### src/lmf_pkg.sv
`default_nettype none
package lmf_pkg;
  // ----------------------------------------
  // Register offsets
  // ----------------------------------------
  localparam logic [7:0] ADDR_CFG     = 8'h50;
  localparam logic [7:0] ADDR_GCS     = 8'h51;
  localparam logic [7:0] ADDR_PRS     = 8'h52;
  localparam logic [7:0] ADDR_RES_LO  = 8'h53;
  localparam logic [7:0] ADDR_RES_HI  = 8'h5e;
  localparam logic [7:0] ADDR_TRS     = 8'h5f;
  localparam logic [7:0] ADDR_SSC     = 8'h60;
  // ----------------------------------------
  // Reset values and masks
  // ----------------------------------------
  localparam logic [7:0] RST_CFG      = 8'h00;
  localparam logic [7:0] RST_GCS      = 8'h00;
  localparam logic [7:0] RST_PRS      = 8'h33;
  localparam logic [7:0] RST_TRS      = 8'h00;
  localparam logic [7:0] RST_SSC      = 8'h00;
  localparam logic [7:0] MASK_CFG     = 8'hf7;
  localparam logic [7:0] MASK_PRS     = 8'hf7;
  localparam logic [7:0] MASK_TRS     = 8'h0f;
  localparam logic [7:0] MASK_SSC     = 8'h1f;
  // ----------------------------------------
  // Field positions
  // ----------------------------------------
  localparam int CFG_SSD    = 0;
  localparam int CFG_DET_LO = 1;
  localparam int CFG_DET_HI = 2;
  localparam int CFG_SWS_LO = 4;
  localparam int CFG_SWS_HI = 7;
  localparam int PRS_CPU_LO = 0;
  localparam int PRS_CPU_HI = 2;
  localparam int PRS_RPD_LO = 4;
  localparam int PRS_RPD_HI = 6;
  localparam int PRS_PHC    = 7;
  localparam int TRS_ROF_LO = 0;
  localparam int TRS_ROF_HI = 1;
  localparam int TRS_TP_LO  = 2;
  localparam int TRS_TP_HI  = 3;
  localparam int RES_COUNT  = 12;
  localparam int RES_BITS   = 6;
  localparam int ROWS       = 4;
  // ----------------------------------------
  // Codes
  // ----------------------------------------
  localparam logic [3:0] SWS_QUARTER = 4'h0;
  localparam logic [3:0] SWS_THIRD   = 4'h1;
  localparam logic [3:0] SWS_HALF    = 4'h2;
  localparam logic [3:0] SWS_NOSCAN  = 4'h3;
  localparam logic [1:0] DET_OFF     = 2'h0;
  localparam logic [1:0] DET_SHORT   = 2'h2;
  localparam logic [6:0] PCT_FULL    = 7'h64;
  localparam logic [6:0] PCT_R1      = 7'h4b;
  localparam logic [6:0] PCT_R2      = 7'h37;
  localparam logic [6:0] PCT_R3      = 7'h1e;
  // ----------------------------------------
  // Timing
  // ----------------------------------------
  localparam int CLK_NS      = 100;
  localparam int SCAN_NS     = 33000;
  localparam int NOL_NS      = 1130;
  localparam int SCAN_CYC    = (SCAN_NS + CLK_NS - 1) / CLK_NS;
  localparam int NOL_CYC     = (NOL_NS + CLK_NS - 1) / CLK_NS;
  localparam int SLOT_CYC    = SCAN_CYC + NOL_CYC;
  localparam int SLOT_W      = 9;
endpackage
`default_nettype wire

### src/lmf_scan.sv
`timescale 1ns/1ps
`default_nettype none
module lmf_scan (
  input  wire logic                     ref_clk_i,
  input  wire logic                     arst_n_i,
  input  wire logic                     run_i,
  input  wire logic [3:0]               sws_i,
  output logic      [lmf_pkg::ROWS-1:0] row_on_o,
  output logic                          blank_o
);
  import lmf_pkg::*;
  // ----------------------------------------
  // Row sequencer
  // ----------------------------------------
  logic [SLOT_W-1:0] cnt_ff;
  logic [SLOT_W-1:0] nxt_cnt;
  logic [1:0]        row_ff;
  logic [1:0]        nxt_row;
  logic [1:0]        last_row;
  logic              noscan;

  always_comb begin
    noscan = (sws_i == SWS_NOSCAN);
    case (sws_i)
      SWS_THIRD: last_row = 2'h2;
      SWS_HALF:  last_row = 2'h1;
      default:   last_row = 2'h3;
    endcase
    nxt_cnt = cnt_ff;
    nxt_row = row_ff;
    if (!run_i || noscan) begin
      nxt_cnt = '0;
      nxt_row = '0;
    end else if (cnt_ff == SLOT_W'(SLOT_CYC - 1)) begin
      nxt_cnt = '0;
      nxt_row = (row_ff >= last_row) ? 2'h0 : row_ff + 2'h1;
    end else begin
      nxt_cnt = cnt_ff + SLOT_W'(1);
    end
  end

  always_ff @(posedge ref_clk_i or negedge arst_n_i) begin
    if (!arst_n_i) begin
      cnt_ff   <= '0;
      row_ff   <= '0;
      row_on_o <= '0;
      blank_o  <= 1'b1;
    end else begin
      cnt_ff  <= nxt_cnt;
      row_ff  <= nxt_row;
      blank_o <= !run_i || (!noscan && nxt_cnt >= SLOT_W'(SCAN_CYC));
      for (int i = 0; i < ROWS; i++) begin
        row_on_o[i] <= run_i && !noscan && nxt_cnt < SLOT_W'(SCAN_CYC) && nxt_row == 2'(i);
      end
    end
  end
endmodule
`default_nettype wire

### src/lmf_regs.sv
`timescale 1ns/1ps
`default_nettype none
module lmf_regs (
  input  wire logic                                           ref_clk_i,
  input  wire logic                                           arst_n_i,
  input  wire logic                                           reg_wr_i,
  input  wire logic                                           reg_rd_i,
  input  wire logic [7:0]                                     reg_addr_i,
  input  wire logic [7:0]                                     reg_wdata_i,
  output logic      [7:0]                                     reg_rdata_o,
  input  wire logic                                           det_done_i,
  input  wire logic [lmf_pkg::RES_COUNT*lmf_pkg::RES_BITS-1:0] det_result_i,
  input  wire logic [3:0]                                     temp_over_i,
  input  wire logic [7:0]                                     dot_scale_i,
  output logic                                                shutdown_o,
  output logic      [lmf_pkg::ROWS-1:0]                       row_on_o,
  output logic                                                sink_only_o,
  output logic                                                open_start_o,
  output logic                                                short_start_o,
  output logic      [15:0]                                    dot_peak_o,
  output logic                                                phase_delay_o,
  output logic      [2:0]                                     row_pd_code_o,
  output logic      [lmf_pkg::ROWS-1:0]                       row_pd_on_o,
  output logic      [2:0]                                     col_pu_code_o,
  output logic                                                col_pu_on_o,
  output logic      [1:0]                                     temp_point_o,
  output logic                                                rolloff_active_o,
  output logic      [6:0]                                     current_pct_o,
  output logic      [7:0]                                     spread_ctrl_o
);
  import lmf_pkg::*;
  // ----------------------------------------
  // Helpers
  // ----------------------------------------
  function automatic logic pull_on(input logic [2:0] code, input logic off_time);
    pull_on = (code != 3'h0) && (code[2] || off_time);
  endfunction

  function automatic logic is_reg(input logic [7:0] a, input logic [7:0] r);
    is_reg = reg_wr_i && (a == r);
  endfunction

  // ----------------------------------------
  // Synchronisers
  // ----------------------------------------
  logic       done_s1_ff;
  logic       done_s2_ff;
  logic       done_old_ff;
  logic [3:0] temp_s1_ff;
  logic [3:0] temp_s2_ff;

  always_ff @(posedge ref_clk_i or negedge arst_n_i) begin
    if (!arst_n_i) begin
      done_s1_ff  <= 1'b0;
      done_s2_ff  <= 1'b0;
      done_old_ff <= 1'b0;
      temp_s1_ff  <= '0;
      temp_s2_ff  <= '0;
    end else begin
      done_s1_ff  <= det_done_i;
      done_s2_ff  <= done_s1_ff;
      done_old_ff <= done_s2_ff;
      temp_s1_ff  <= temp_over_i;
      temp_s2_ff  <= temp_s1_ff;
    end
  end

  // ----------------------------------------
  // Register file
  // ----------------------------------------
  logic [7:0]          cfg_ff;
  logic [7:0]          gcs_ff;
  logic [7:0]          prs_ff;
  logic [7:0]          trs_ff;
  logic [7:0]          ssc_ff;
  logic [RES_BITS-1:0] res_ff [RES_COUNT];
  logic                armed_ff;
  logic [7:0]          nxt_cfg;
  logic [7:0]          nxt_gcs;
  logic [7:0]          nxt_prs;
  logic [7:0]          nxt_trs;
  logic [7:0]          nxt_ssc;
  logic [RES_BITS-1:0] nxt_res [RES_COUNT];
  logic                nxt_armed;
  logic                nxt_open;
  logic                nxt_short;
  logic [1:0]          wr_det;
  logic [7:0]          nxt_rdata;

  always_comb begin
    nxt_cfg   = cfg_ff;
    nxt_gcs   = gcs_ff;
    nxt_prs   = prs_ff;
    nxt_trs   = trs_ff;
    nxt_ssc   = ssc_ff;
    nxt_res   = res_ff;
    nxt_armed = armed_ff;
    nxt_open  = 1'b0;
    nxt_short = 1'b0;
    wr_det    = reg_wdata_i[CFG_DET_HI:CFG_DET_LO];
    if (is_reg(reg_addr_i, ADDR_CFG)) begin
      nxt_cfg = reg_wdata_i & MASK_CFG;
      if (wr_det == DET_OFF) begin
        nxt_armed = 1'b1;
      end else if (armed_ff) begin
        nxt_armed = 1'b0;
        nxt_open  = wr_det[0];
        nxt_short = (wr_det == DET_SHORT);
      end
    end
    if (is_reg(reg_addr_i, ADDR_GCS)) begin
      nxt_gcs = reg_wdata_i;
    end
    if (is_reg(reg_addr_i, ADDR_PRS)) begin
      nxt_prs = reg_wdata_i & MASK_PRS;
    end
    if (is_reg(reg_addr_i, ADDR_TRS)) begin
      nxt_trs = reg_wdata_i & MASK_TRS;
    end
    if (is_reg(reg_addr_i, ADDR_SSC)) begin
      nxt_ssc = reg_wdata_i & MASK_SSC;
    end
    if (done_s2_ff && !done_old_ff) begin
      for (int i = 0; i < RES_COUNT; i++) begin
        nxt_res[i] = det_result_i[i*RES_BITS +: RES_BITS];
      end
    end
    nxt_rdata = 8'h00;
    if (reg_rd_i) begin
      case (reg_addr_i)
        ADDR_CFG: nxt_rdata = cfg_ff;
        ADDR_GCS: nxt_rdata = gcs_ff;
        ADDR_PRS: nxt_rdata = prs_ff;
        ADDR_TRS: nxt_rdata = trs_ff;
        ADDR_SSC: nxt_rdata = ssc_ff;
        default: begin
          if (reg_addr_i >= ADDR_RES_LO && reg_addr_i <= ADDR_RES_HI) begin
            nxt_rdata = {2'h0, res_ff[4'(reg_addr_i - ADDR_RES_LO)]};
          end
        end
      endcase
    end
  end

  always_ff @(posedge ref_clk_i or negedge arst_n_i) begin
    if (!arst_n_i) begin
      cfg_ff        <= RST_CFG;
      gcs_ff        <= RST_GCS;
      prs_ff        <= RST_PRS;
      trs_ff        <= RST_TRS;
      ssc_ff        <= RST_SSC;
      armed_ff      <= 1'b1;
      open_start_o  <= 1'b0;
      short_start_o <= 1'b0;
      reg_rdata_o   <= 8'h00;
      for (int i = 0; i < RES_COUNT; i++) begin
        res_ff[i] <= '0;
      end
    end else begin
      cfg_ff        <= nxt_cfg;
      gcs_ff        <= nxt_gcs;
      prs_ff        <= nxt_prs;
      trs_ff        <= nxt_trs;
      ssc_ff        <= nxt_ssc;
      armed_ff      <= nxt_armed;
      open_start_o  <= nxt_open;
      short_start_o <= nxt_short;
      reg_rdata_o   <= nxt_rdata;
      res_ff        <= nxt_res;
    end
  end

  // ----------------------------------------
  // Row scanning
  // ----------------------------------------
  logic run;
  logic blank;

  assign run = cfg_ff[CFG_SSD];

  lmf_scan u_scan (
    .ref_clk_i (ref_clk_i),
    .arst_n_i  (arst_n_i),
    .run_i     (run),
    .sws_i     (cfg_ff[CFG_SWS_HI:CFG_SWS_LO]),
    .row_on_o  (row_on_o),
    .blank_o   (blank)
  );

  // ----------------------------------------
  // Analog controls
  // ----------------------------------------
  logic       hot;
  logic [6:0] nxt_pct;

  always_comb begin
    hot = temp_s2_ff[trs_ff[TRS_TP_HI:TRS_TP_LO]];
    case (trs_ff[TRS_ROF_HI:TRS_ROF_LO])
      2'h1:    nxt_pct = PCT_R1;
      2'h2:    nxt_pct = PCT_R2;
      2'h3:    nxt_pct = PCT_R3;
      default: nxt_pct = PCT_FULL;
    endcase
    if (!hot) begin
      nxt_pct = PCT_FULL;
    end
  end

  always_ff @(posedge ref_clk_i or negedge arst_n_i) begin
    if (!arst_n_i) begin
      shutdown_o       <= 1'b1;
      sink_only_o      <= 1'b0;
      dot_peak_o       <= '0;
      phase_delay_o    <= 1'b0;
      row_pd_code_o    <= '0;
      row_pd_on_o      <= '0;
      col_pu_code_o    <= '0;
      col_pu_on_o      <= 1'b0;
      temp_point_o     <= '0;
      rolloff_active_o <= 1'b0;
      current_pct_o    <= PCT_FULL;
      spread_ctrl_o    <= 8'h00;
    end else begin
      shutdown_o       <= !run;
      sink_only_o      <= run && cfg_ff[CFG_SWS_HI:CFG_SWS_LO] == SWS_NOSCAN;
      dot_peak_o       <= gcs_ff * dot_scale_i;
      phase_delay_o    <= prs_ff[PRS_PHC];
      row_pd_code_o    <= prs_ff[PRS_RPD_HI:PRS_RPD_LO];
      for (int i = 0; i < ROWS; i++) begin
        row_pd_on_o[i] <= pull_on(prs_ff[PRS_RPD_HI:PRS_RPD_LO], !row_on_o[i]);
      end
      col_pu_code_o    <= prs_ff[PRS_CPU_HI:PRS_CPU_LO];
      col_pu_on_o      <= pull_on(prs_ff[PRS_CPU_HI:PRS_CPU_LO], blank);
      temp_point_o     <= trs_ff[TRS_TP_HI:TRS_TP_LO];
      rolloff_active_o <= hot;
      current_pct_o    <= nxt_pct;
      spread_ctrl_o    <= ssc_ff;
    end
  end
endmodule
`default_nettype wire

### config.mk
export PLATFORM = sky130hd
export DESIGN_NAME = lmf_regs
export DESIGN_NICKNAME = d
export VERILOG_FILES = /design/src/lmf_pkg.sv /design/src/lmf_scan.sv /design/src/lmf_regs.sv
export SDC_FILE = /design/constraint.sdc
export NUM_CORES = 1
export LEC_CHECK = 0
export ABC_AREA = 1
export BUFFER_PORTS_ARGS = -buffer_cell sky130_fd_sc_hd__clkbuf_2
export CORE_ASPECT_RATIO = 0.75
export CORE_MARGIN = 1.5
export CORE_UTILIZATION = 50
export DETAILED_ROUTE_END_ITERATION = 12
export PLACE_DENSITY_LB_ADDON = 0.25
export SKIP_LAST_GASP = 1
export SLEW_MARGIN = 20
export SYNTH_ARGS = -nofsm -noshare
export SYNTH_HDL_FRONTEND = slang
export SYNTH_HIERARCHICAL = 1
export SYNTH_SLANG_ARGS = --single-unit
### constraint.sdc
create_clock -name ref_clk_i -period 7.36 [get_ports ref_clk_i]
set_input_delay 1.84 -clock ref_clk_i [delete_from_list [all_inputs] [get_ports ref_clk_i]]
set_output_delay 1.84 -clock ref_clk_i [all_outputs]
set_load 0.02 [all_outputs]
==> summary.txt, run 1 <==
Cells and area
  • Reg area: 4670 um^2
  • Fillers: 1820
  • Area occupied by multi-input gates: 4710 um^2
  • Fin nets: 1519
  • Non-filler cells, final: 1600
  • # diodes: 0
  • Share of layout cells above drive strength 1: 0.224
  • Area grow syn2layout: 15.4%

CTS
  • TritonCTS Buffers: 17
  • Post-CTS Hold Buffers: 0
  • CTS tree: done
  • Reg clk slew, reported paths: 0.07 ns
  • H-tree lvl count: 4
  • Root Driver: clkbuf_16
  • CTS resizes: 0
  • Postcts setup bufs: 0
  • Clock Sinks: 186
  • Clk Latency, worst-skew pair: 0.43 ns
  • Clock buffer depth: 2

Critical path
  • CP Launch Type: primary input
  • Crit-path leading delay family: adder cells
  • WP depth: 17
  • CP Cell Sequence: clkbuf_2 > nand2_1 > inv_1 > fa_1 > fa_1 > inv_1 > fa_1 > fa_1 > inv_1 > ha_1 > nand2_1 > o21ai_0 > nand2_1 > nand2_1 > nand2_1 > nand2_1 > xor2_1
  • Critical path type: in2reg
  • Endpoint type of the worst setup path: register
  • Worst EP required: 7.72 ns
  • Reg-to-reg slack, setup: 3.19 ns
  • Critical path arrival: 5.49 ns
  • CP peak stage delay: 0.54 ns
  • Crit path launch: dot_scale_i[4]
  • Worst r2r src: gcs_ff[1]
  • WP buf/inv: 4
  • Worst R2R End: dot_peak_o[11]
  • Cells on worst reg2reg path: 16
  • Slowest-stage cell, CP: fa_1
  • CP most frequent cell: nand2_1
  • CP Max Fanout: 8

Pwr
  • P_leak: 6.81 nW
  • Total Power: 2.60 mW
  • Max IR drop VDD: 0.120 mV
  • Pwr per Cell Area: 218 nW/um^2

Logic synthesis
  • Yosys reg bits: 186
  • Post-synthesis sequential area ratio: 0.451
  • Top post-synthesis cells by area: dfrtp_1, nand2_1, inv_1
  • Top cell type's share of synthesized area: 0.426
  • Count of cell types in the netlist: 42
  • Synthesis warning total: 6
  • Synthesized instance count: 1184
  • Biggest area consumer among synthesized cells: dfrtp_1
  • Post-Syn Area: 10300 um^2
  • Post-Syn Area per Cell: 8.74 um^2

Drt
  • DR pass1 iterations: 5
  • DRT antenna net count: 0
  • Residual DRC: 0
  • Via-per-instance ratio: 4.96
  • Total Routed Length: 24000 um
  • Via Count: 7930
  • Routed WL per cell: 15.0 um
  • 1st-iter DRT viols: 619

STA
  • Fin crit share: 0.697
  • Setup Skew: 0.0140 ns
  • Unrepaired setup endpoints after global routing: no
  • Final worst-path setup slack: 2.23 ns
  • Slew margin rel.: 0.282
  • Final hold slack: 0.350 ns
  • Worst slew pin tran: 1.08 ns
  • F_max: 195 MHz
  • Final hold vios: 0
  • Setup TNS: 0 ns
  • Tmin final: 5.13 ns
  • Max-slew violation count: 0
  • # setup viols final: 0

Global route
  • Number of global-route vias before repair: 7657
  • Largest net degree at the start of global routing: 91
  • Gr usage total: 0.235
  • Total grt overflow: 0
  • Antenna violations before repair: 0
  • First-pass GRT wire length: 39400 um

Status
  • Status: completed

Hold path
  • WHS Endpoint: temp_s2_ff[0]
  • Hold WC Path Type: reg2reg
  • Hold path depth: 0
  • Hold path startpoint: temp_s1_ff[0]

Place
  • Post-DP HPWL: 18200 um
  • Inst Count DP: 1569
  • Final GP Congestion: 0.861
  • IO Port Bufs: 163
  • Setup WS pre-CTS: 1.81 ns

Flow run
  • Max_cap viols: 0

Floorplanning
  • Die area: 21600 um^2
  • Die Wd: 169 um
  • Vert. Die Dim: 128 um
  • Core area: 20300 um^2
  • Site Rows: 45
  • Initial Util: 0.511
  • # IOs: 167
-- flip-flops by register name, summed over array words and instances (netlist names), 7 cells and up --
name and flops:
cfg_ff 7, current_pct_o 7, dot_peak_o 16, gcs_ff 8, prs_ff 7, reg_rdata_o 8, res_ff 72, u_scan/cnt_ff 9
-- worst max path at each step --
stage,end,slack [ns]
after CTS,dot_peak_o[12],2.26
after global routing,dot_peak_o[11],2.02
after floorplan,dot_peak_o[12],1.98
final,dot_peak_o[11],2.23
after detailed placement,dot_peak_o[12],1.81
after global placement,dot_peak_o[14],1.88
-- metal layers --
layer | up-vias | GRT usage | part of all wire
met5 | - | 0 | 0
met4 | 0 | 0.0552 | 0.0096
met3 | 15 | 0.0341 | 0.049
met2 | 220 | 0.335 | 0.42
met1 | 3768 | 0.376 | 0.53
li1 | 3927 | - | -
-- report_power, final --
group,internal [mW],total (mW),switching (mW)
Clock,0.548,0.946,0.399
Combinational,0.175,0.454,0.279
Sequential,1.13,1.20,0.0684
-- logic make-up (layout without fill, tap and decap cells) --
kind of cell / after synthesis / after routing / share of synthesized area
simple gates: 507 / 507 / 0.208
xor+xnor: 11 / 11 / 0.0100
other cells: 1 / 3 / 0.000362
compound gates: 93 / 93 / 0.0491
buf+inv: 248 / 404 / 0.0949
flops: 186 / 186 / 0.451
fa+ha+maj: 84 / 84 / 0.128
mux: 54 / 54 / 0.0588
-- stage by stage --
step,cell area [um^2],utilization
4_1_cts,11900,0.589
3_3_place_gp,11300,0.559
3_5_place_dp,11300,0.559
5_1_grt,11900,0.589
2_1_floorplan,10400,-
6_report,11900,0.589
-- cell usage after synthesis --
| cell | instances |
|---|---|
| ha_1 | 48 |
| o21a_1 | 5 |
| buf_4 | 7 |
| o21bai_1 | 1 |
| nand3_1 | 74 |
| a21oi_4 | 1 |
| buf_1 | 4 |
| inv_2 | 9 |
| dfrtp_1 | 176 |
| dfstp_2 | 10 |
| a21oi_1 | 34 |
| mux2_2 | 54 |
| a21o_1 | 2 |
| nor2_1 | 82 |
| o211ai_1 | 1 |
| nor2_8 | 1 |
| o21ai_1 | 19 |
| nor4_1 | 1 |
| conb_1 | 1 |
| inv_1 | 197 |
| buf_6 | 1 |
| a31oi_1 | 1 |
| nand2_4 | 3 |
| nor2_4 | 1 |
| nor3_1 | 3 |
| fa_1 | 36 |
| o21ai_0 | 27 |
| o221ai_1 | 1 |
| clkbuf_1 | 16 |
| nor3_2 | 1 |
| xnor2_1 | 4 |
| xor2_1 | 6 |
| nand3b_1 | 1 |
| nor2_2 | 5 |
| nand2_1 | 313 |
| nand2_2 | 8 |
| a21oi_2 | 1 |
| buf_2 | 14 |
| nand4_2 | 1 |
| xor2_2 | 1 |
| nand3_2 | 6 |
| nand4_1 | 7 |
-- final cells by class --
cell class / instances / share of cell area
Clock inverter: 12 / 0.0136
Tap cell: 258 / 0.0270
Inverter: 206 / 0.0648
Clock buffer: 19 / 0.0371
Multi-Input combinational cell: 752 / 0.395
Timing Repair Buffer: 167 / 0.0716
Sequential cell: 186 / 0.391
-- cells in the final DEF (no fill, tap or decap), types with 2 or more instances in the layout --
cell,Yosys,routed
a21o_1,2,2
a21oi_1,34,34
buf_4,7,4
bufinv_16,0,3
clkbuf_16,0,17
clkbuf_2,0,162
clkbuf_8,0,2
clkinvlp_4,0,2
conb_1,1,3
dfrtp_1,176,176
dfstp_2,10,10
fa_1,36,36
ha_1,48,48
inv_1,197,197
inv_2,9,9
inv_6,0,5
mux2_2,54,54
nand2_1,313,312
nand2_2,8,8
nand2_4,3,4
nand3_1,74,74
nand3_2,6,6
nand4_1,7,7
nor2_1,82,82
nor2_2,5,5
nor3_1,3,3
o21a_1,5,5
o21ai_0,27,27
o21ai_1,19,19
xnor2_1,4,4
xor2_1,6,6
No activity file was read; power rests on OpenSTA's default activity.
==> run 2: changes to the inputs <==
clock period = 4.6 ns   (was 7.36 ns; I/O delays follow)
==> summary.txt, run 2 (synthesized netlist as in run 1, its figures left out) <==
Status
  • Status: completed (unchanged)

Pwr
  • P_leak: 6.89 nW (was 6.81 nW)
  • Max IR drop VDD: 0.180 mV (was 0.120 mV)
  • Total Power: 4.10 mW (was 2.60 mW)
  • Pwr per Cell Area: 340 nW/um^2 (was 218 nW/um^2)

Drt
  • Residual DRC: 0 (unchanged)
  • Total Routed Length: 24300 um (was 24000 um)
  • Via Count: 7980 (was 7930)
  • Routed length on met3: 1370 um (was 1170 um)
  • Routed WL per cell: 15.0 um (about the same)
  • DRT antenna net count: 0 (unchanged)
  • DRT met1 WL: 12500 um (was 12600 um)
  • Max layer used: met4 (unchanged)
  • Via-per-instance ratio: 4.93 (was 4.96)
  • Met2 wire length: 10100 um (was 9980 um)
  • 1st-iter DRT viols: 604 (was 619)
  • DR pass1 iterations: 6 (was 5)

CTS
  • TritonCTS Buffers: 17 (unchanged)
  • Root Driver: clkbuf_16 (unchanged)
  • Post-CTS Hold Buffers: 0 (unchanged)
  • H-tree lvl count: 4 (unchanged)
  • Clk Latency, worst-skew pair: 0.43 ns (about the same)
  • CTS resizes: 0 (unchanged)
  • CTS tree: done (unchanged)
  • Reg clk slew, reported paths: 0.07 ns (about the same)
  • Clock buffer depth: 2 (unchanged)
  • Postcts setup bufs: 0 (unchanged)
  • Clock Sinks: 186 (unchanged)

STA
  • F_max: 230 MHz
  • Worst slew pin tran: 1.06 ns (was 1.08 ns)
  • Setup Skew: 0.0105 ns (was 0.0140 ns)
  • Setup TNS: 0 ns (unchanged)
  • Final hold slack: 0.350 ns (about the same)
  • Fin crit share: 0.947
  • Tmin final: 4.36 ns
  • Unrepaired setup endpoints after global routing: no (unchanged)
  • Max-slew violation count: 0 (unchanged)
  • Slew margin rel.: 0.295 (was 0.282)
  • Final hold vios: 0 (unchanged)
  • # setup viols final: 0 (unchanged)

Flow run
  • Max_cap viols: 0 (unchanged)

Floorplanning
  • Core area: 20300 um^2 (unchanged)
  • Site Rows: 45 (unchanged)
  • Die Wd: 169 um (unchanged)
  • Vert. Die Dim: 128 um (unchanged)
  • Initial Util: 0.511 (unchanged)
  • # IOs: 167 (unchanged)
  • Die area: 21600 um^2 (unchanged)

Cells and area
  • Top reg by flops: res_ff (unchanged)
  • Commonest non-fill, non-tap cell in the layout: nand2_1 (unchanged)
  • Share of layout cells above drive strength 1: 0.235 (was 0.224)
  • Area occupied by multi-input gates: 4710 um^2 (unchanged)
  • Fillers: 1898 (was 1820)
  • Regs by FF count: res_ff: 72 flops, dot_peak_o: 16 flops, u_scan/cnt_ff: 9 flops (unchanged)
  • Max FFs per register: 72 (unchanged)
  • Fin nets: 1536 (was 1519)
  • Reg area: 4670 um^2 (unchanged)
  • Area grow syn2layout: 16.4% (was 15.4%)
  • Commonest non-fill, non-tap cells in the layout: nand2_1, inv_1, dfrtp_1 (unchanged)

Critical path
  • CP Max Fanout: 8 (unchanged)
  • Endpoint type of the worst setup path: register (unchanged)
  • CP Launch Type: primary input (unchanged)
  • Critical path type: in2reg (unchanged)
  • Critical path arrival: 4.67 ns (was 5.49 ns)
  • Worst EP required: 4.92 ns (was 7.72 ns)
  • Cells on worst reg2reg path: 16 (unchanged)

Global route
  • Largest net degree at the start of global routing: 91 (unchanged)
  • Total grt overflow: 0 (unchanged)
  • Number of global-route vias before repair: 7658 (was 7657)
  • Antenna violations before repair: 1 (was 0)
  • First-pass GRT wire length: 39600 um (was 39400 um)
  • Gr usage total: 0.238 (was 0.235)

Hold path
  • Hold path depth: 0 (unchanged)
  • Hold WC Path Type: reg2reg (unchanged)

Place
  • Final GP Congestion: 0.868 (was 0.861)
  • Post-DP HPWL: 18700 um (was 18200 um)
  • IO Port Bufs: 163 (unchanged)
## run 2: cell types whose count changed in the layout (fill, tap and decap cells not counted), sizes merged
cell / before / now
buf: 4 / 21
bufinv: 3 / 0
clkinv: 2 / 3
clkinvlp: 2 / 1
diode: 0 / 1
inv: 211 / 215
## run 2: per-layer routing
metal,vias to the layer above,global-route usage
li1,3980,-
met3,27,0.0406
met1,3758,0.376
met4,0,0.0515
met2,215,0.340
met5,-,0
## run 2: power by group
group,leakage [nW],switching (mW),total [mW],internal (mW)
Combinational,4.33,0.452,0.750,0.297
Sequential,2.28,0.108,1.92,1.81
Clock,0.283,0.684,1.43,0.748
## run 2: area by class of cell
cell class	count	area share
Clock inverter	13	0.0102
Inverter	206	0.0642
Clock buffer	19	0.0376
Tap cell	258	0.0268
Antenna cell	1	0.000208
Sequential cell	186	0.387
Timing Repair Buffer	184	0.0825
Multi-Input combinational cell	752	0.391
## run 2: path summary, 6_finish.rpt
check                                from               end  slack (ns)
hold / removal              temp_s1_ff[3]     temp_s2_ff[3]        0.35
setup / recovery           dot_scale_i[4]    dot_peak_o[14]        0.24
setup reg to reg                gcs_ff[2]    dot_peak_o[14]        0.54
min in group asynchronous        arst_n_i        res_ff[31]        0.75
max in group asynchronous        arst_n_i  current_pct_o[6]        2.95
hold reg to reg             temp_s1_ff[3]     temp_s2_ff[3]        0.35
## run 2: through the flow
stage	setup slack, ns	instances	util	instance area, um^2
finish	0.244	1619	0.595	12100
global route	0.0513	1619	0.595	12100
CTS	0.270	1618	0.594	12000
detailed placement	-0.195	1586	0.566	11500
global placement	-0.138	1586	0.566	11500
floorplan	-0.0133	1186	-	10400
## run 2: worst max-delay path: stages
cell and delay, ns:
clkbuf_2 0.15, nand2_1 0.09, inv_1 0.06, fa_1 0.53
inv_1 0.05, fa_1 0.47, inv_1 0.05, fa_1 0.52
inv_1 0.05, fa_1 0.52, inv_1 0.04, ha_1 0.33
a21oi_1 0.10, o21ai_0 0.23, nand2_1 0.08, nand3_1 0.11
nand2_1 0.05, inv_1 0.05, nor2_1 0.03
==> run 3: changes to the inputs <==
CORE_UTILIZATION = 30   (was 50)
==> summary.txt, run 3 (synthesized netlist as in run 1, its figures left out) <==
Drt
  • Routed WL per cell: 14.9 um (was 15.0 um)
  • DRT antenna net count: 0 (unchanged)
  • Total Routed Length: 27200 um (was 24300 um)
  • 1st-iter DRT viols: 695 (was 604)
  • Via-per-instance ratio: 4.38 (was 4.93)
  • Via Count: 7992 (was 7980)
  • Residual DRC: 0 (unchanged)
  • DR pass1 iterations: 7 (was 6)

Floorplanning
  • Site Rows: 58 (was 45)
  • Die Wd: 217 um (was 169 um)
  • # IOs: 167 (unchanged)
  • Vert. Die Dim: 164 um (was 128 um)
  • Die area: 35600 um^2 (was 21600 um^2)
  • Initial Util: 0.307 (was 0.511)
  • Core area: 33700 um^2 (was 20300 um^2)

CTS
  • H-tree lvl count: 4 (unchanged)
  • Post-CTS Hold Buffers: 0 (unchanged)
  • Clock buffer depth: 2 (unchanged)
  • Clock Sinks: 186 (unchanged)
  • Reg clk slew, reported paths: 0.07 ns (about the same)
  • CTS resizes: 0 (unchanged)
  • Postcts setup bufs: 0 (unchanged)
  • Clk Latency, worst-skew pair: 0.45 ns (was 0.43 ns)
  • CTS tree: done (unchanged)
  • Root Driver: clkbuf_16 (unchanged)
  • TritonCTS Buffers: 17 (unchanged)

Place
  • Setup WS pre-CTS: -0.236 ns (was -0.195 ns)
  • Post-DP HPWL: 21200 um (was 18700 um)
  • IO Port Bufs: 163 (unchanged)
  • Final GP Congestion: 0.836 (was 0.868)

STA
  • Tmin final: 4.36 ns (about the same)
  • Max-slew violation count: 0 (unchanged)
  • Final worst-path setup slack: 0.237 ns (was 0.244 ns)
  • Slew margin rel.: 0.373 (was 0.295)
  • Final hold vios: 0 (unchanged)
  • # setup viols final: 0 (unchanged)
  • Worst slew pin tran: 0.940 ns (was 1.06 ns)
  • Final hold slack: 0.349 ns (was 0.350 ns)
  • Fin crit share: 0.949 (was 0.947)
  • Unrepaired setup endpoints after global routing: no (unchanged)
  • F_max: 229 MHz (was 230 MHz)
  • Setup Skew: 0.0118 ns (was 0.0105 ns)

Critical path
  • Critical path arrival: 4.70 ns (was 4.67 ns)
  • Endpoint type of the worst setup path: register (unchanged)
  • CP Launch Type: primary input (unchanged)
  • Critical path type: in2reg (unchanged)
  • CP Max Fanout: 8 (unchanged)
  • Worst EP required: 4.94 ns (was 4.92 ns)

Cells and area
  • Fin nets: 1546 (was 1536)
  • Commonest non-fill, non-tap cells in the layout: nand2_1, inv_1, dfrtp_1 (unchanged)
  • Regs by FF count: res_ff: 72 flops, dot_peak_o: 16 flops, u_scan/cnt_ff: 9 flops (unchanged)
  • Area grow syn2layout: 19.6% (was 16.4%)
  • Max FFs per register: 72 (unchanged)
  • Top reg by flops: res_ff (unchanged)
  • Share of layout cells above drive strength 1: 0.239 (was 0.235)
  • Commonest non-fill, non-tap cell in the layout: nand2_1 (unchanged)

Status
  • Status: completed (unchanged)

Global route
  • Number of global-route vias before repair: 7994 (was 7658)
  • Total grt overflow: 0 (unchanged)
  • Largest net degree at the start of global routing: 107 (was 91)
  • First-pass GRT wire length: 43900 um (was 39600 um)
  • Antenna violations before repair: 2 (was 1)
  • Gr usage total: 0.161 (was 0.238)

Pwr
  • P_leak: 6.93 nW (was 6.89 nW)
  • Max IR drop VDD: 0.198 mV (was 0.180 mV)
  • Pwr per Cell Area: 338 nW/um^2 (was 340 nW/um^2)

Flow run
  • Max_cap viols: 0 (unchanged)

Hold path
  • Hold WC Path Type: reg2reg (unchanged)
run 3: area by class of cell:
type,count,area [um^2]
repair buffers,194,1070
inverters,206,773
fillers,3520,21400
well taps,450,563
flip-flops and latches,186,4670
clock buffers,19,433
multi-input cells,752,4710
clock inverters,13,153
diodes,3,7.51
run 3: where the power goes:
group	internal (mW)	leakage (nW)	switching, mW
sequential	1.81	2.28	0.104
combinational	0.302	4.37	0.467
clock	0.816	0.282	0.680
total	2.93	6.93	1.25
run 3: stage by stage:
step           std cells  TNS, ns  power (mW)   util  area [um^2]
2_1_floorplan       1186  -0.0258        2.42      -        10400
3_3_place_gp        1788   -0.750        2.71  0.349        11800
3_5_place_dp        1788    -1.36        2.72  0.349        11800
4_1_cts             1820        0        4.25  0.367        12400
5_1_grt             1822        0        4.43  0.367        12400
6_report            1823        0        4.18  0.367        12400
run 3: final timing paths:
check                               startpoint               end  slack, ns  cells past startpoint
worst max-delay path            dot_scale_i[6]    dot_peak_o[14]       0.24                     16
worst min-delay path             temp_s1_ff[1]     temp_s2_ff[1]       0.35                      0
worst max register to register       gcs_ff[3]    dot_peak_o[14]       0.51                     17
worst min register to register   temp_s1_ff[1]     temp_s2_ff[1]       0.35                      0
max in group asynchronous             arst_n_i  current_pct_o[6]       2.90                      2
min in group asynchronous             arst_n_i        done_s1_ff       0.77                      1
run 3: per-layer routing:
layer  track usage  up-vias  routed length (um)
met1         0.246     3814               14500
met3        0.0348       16                1310
li1              -     3989                   -
met5             0        -                   0
met2         0.224      173               11000
met4        0.0508        0                 388
run 3: critical path: stages:
cell and delay [ns]:
clkbuf_2 0.18, nand2_1 0.10, fa_1 0.53, fa_1 0.56, inv_1 0.06, fa_1 0.53, inv_1 0.06, fa_1 0.53
inv_1 0.04, ha_1 0.34, a21oi_1 0.19, o21ai_0 0.12, nand2_1 0.08, nand3_1 0.09, nor2_1 0.10, nor2_1 0.05
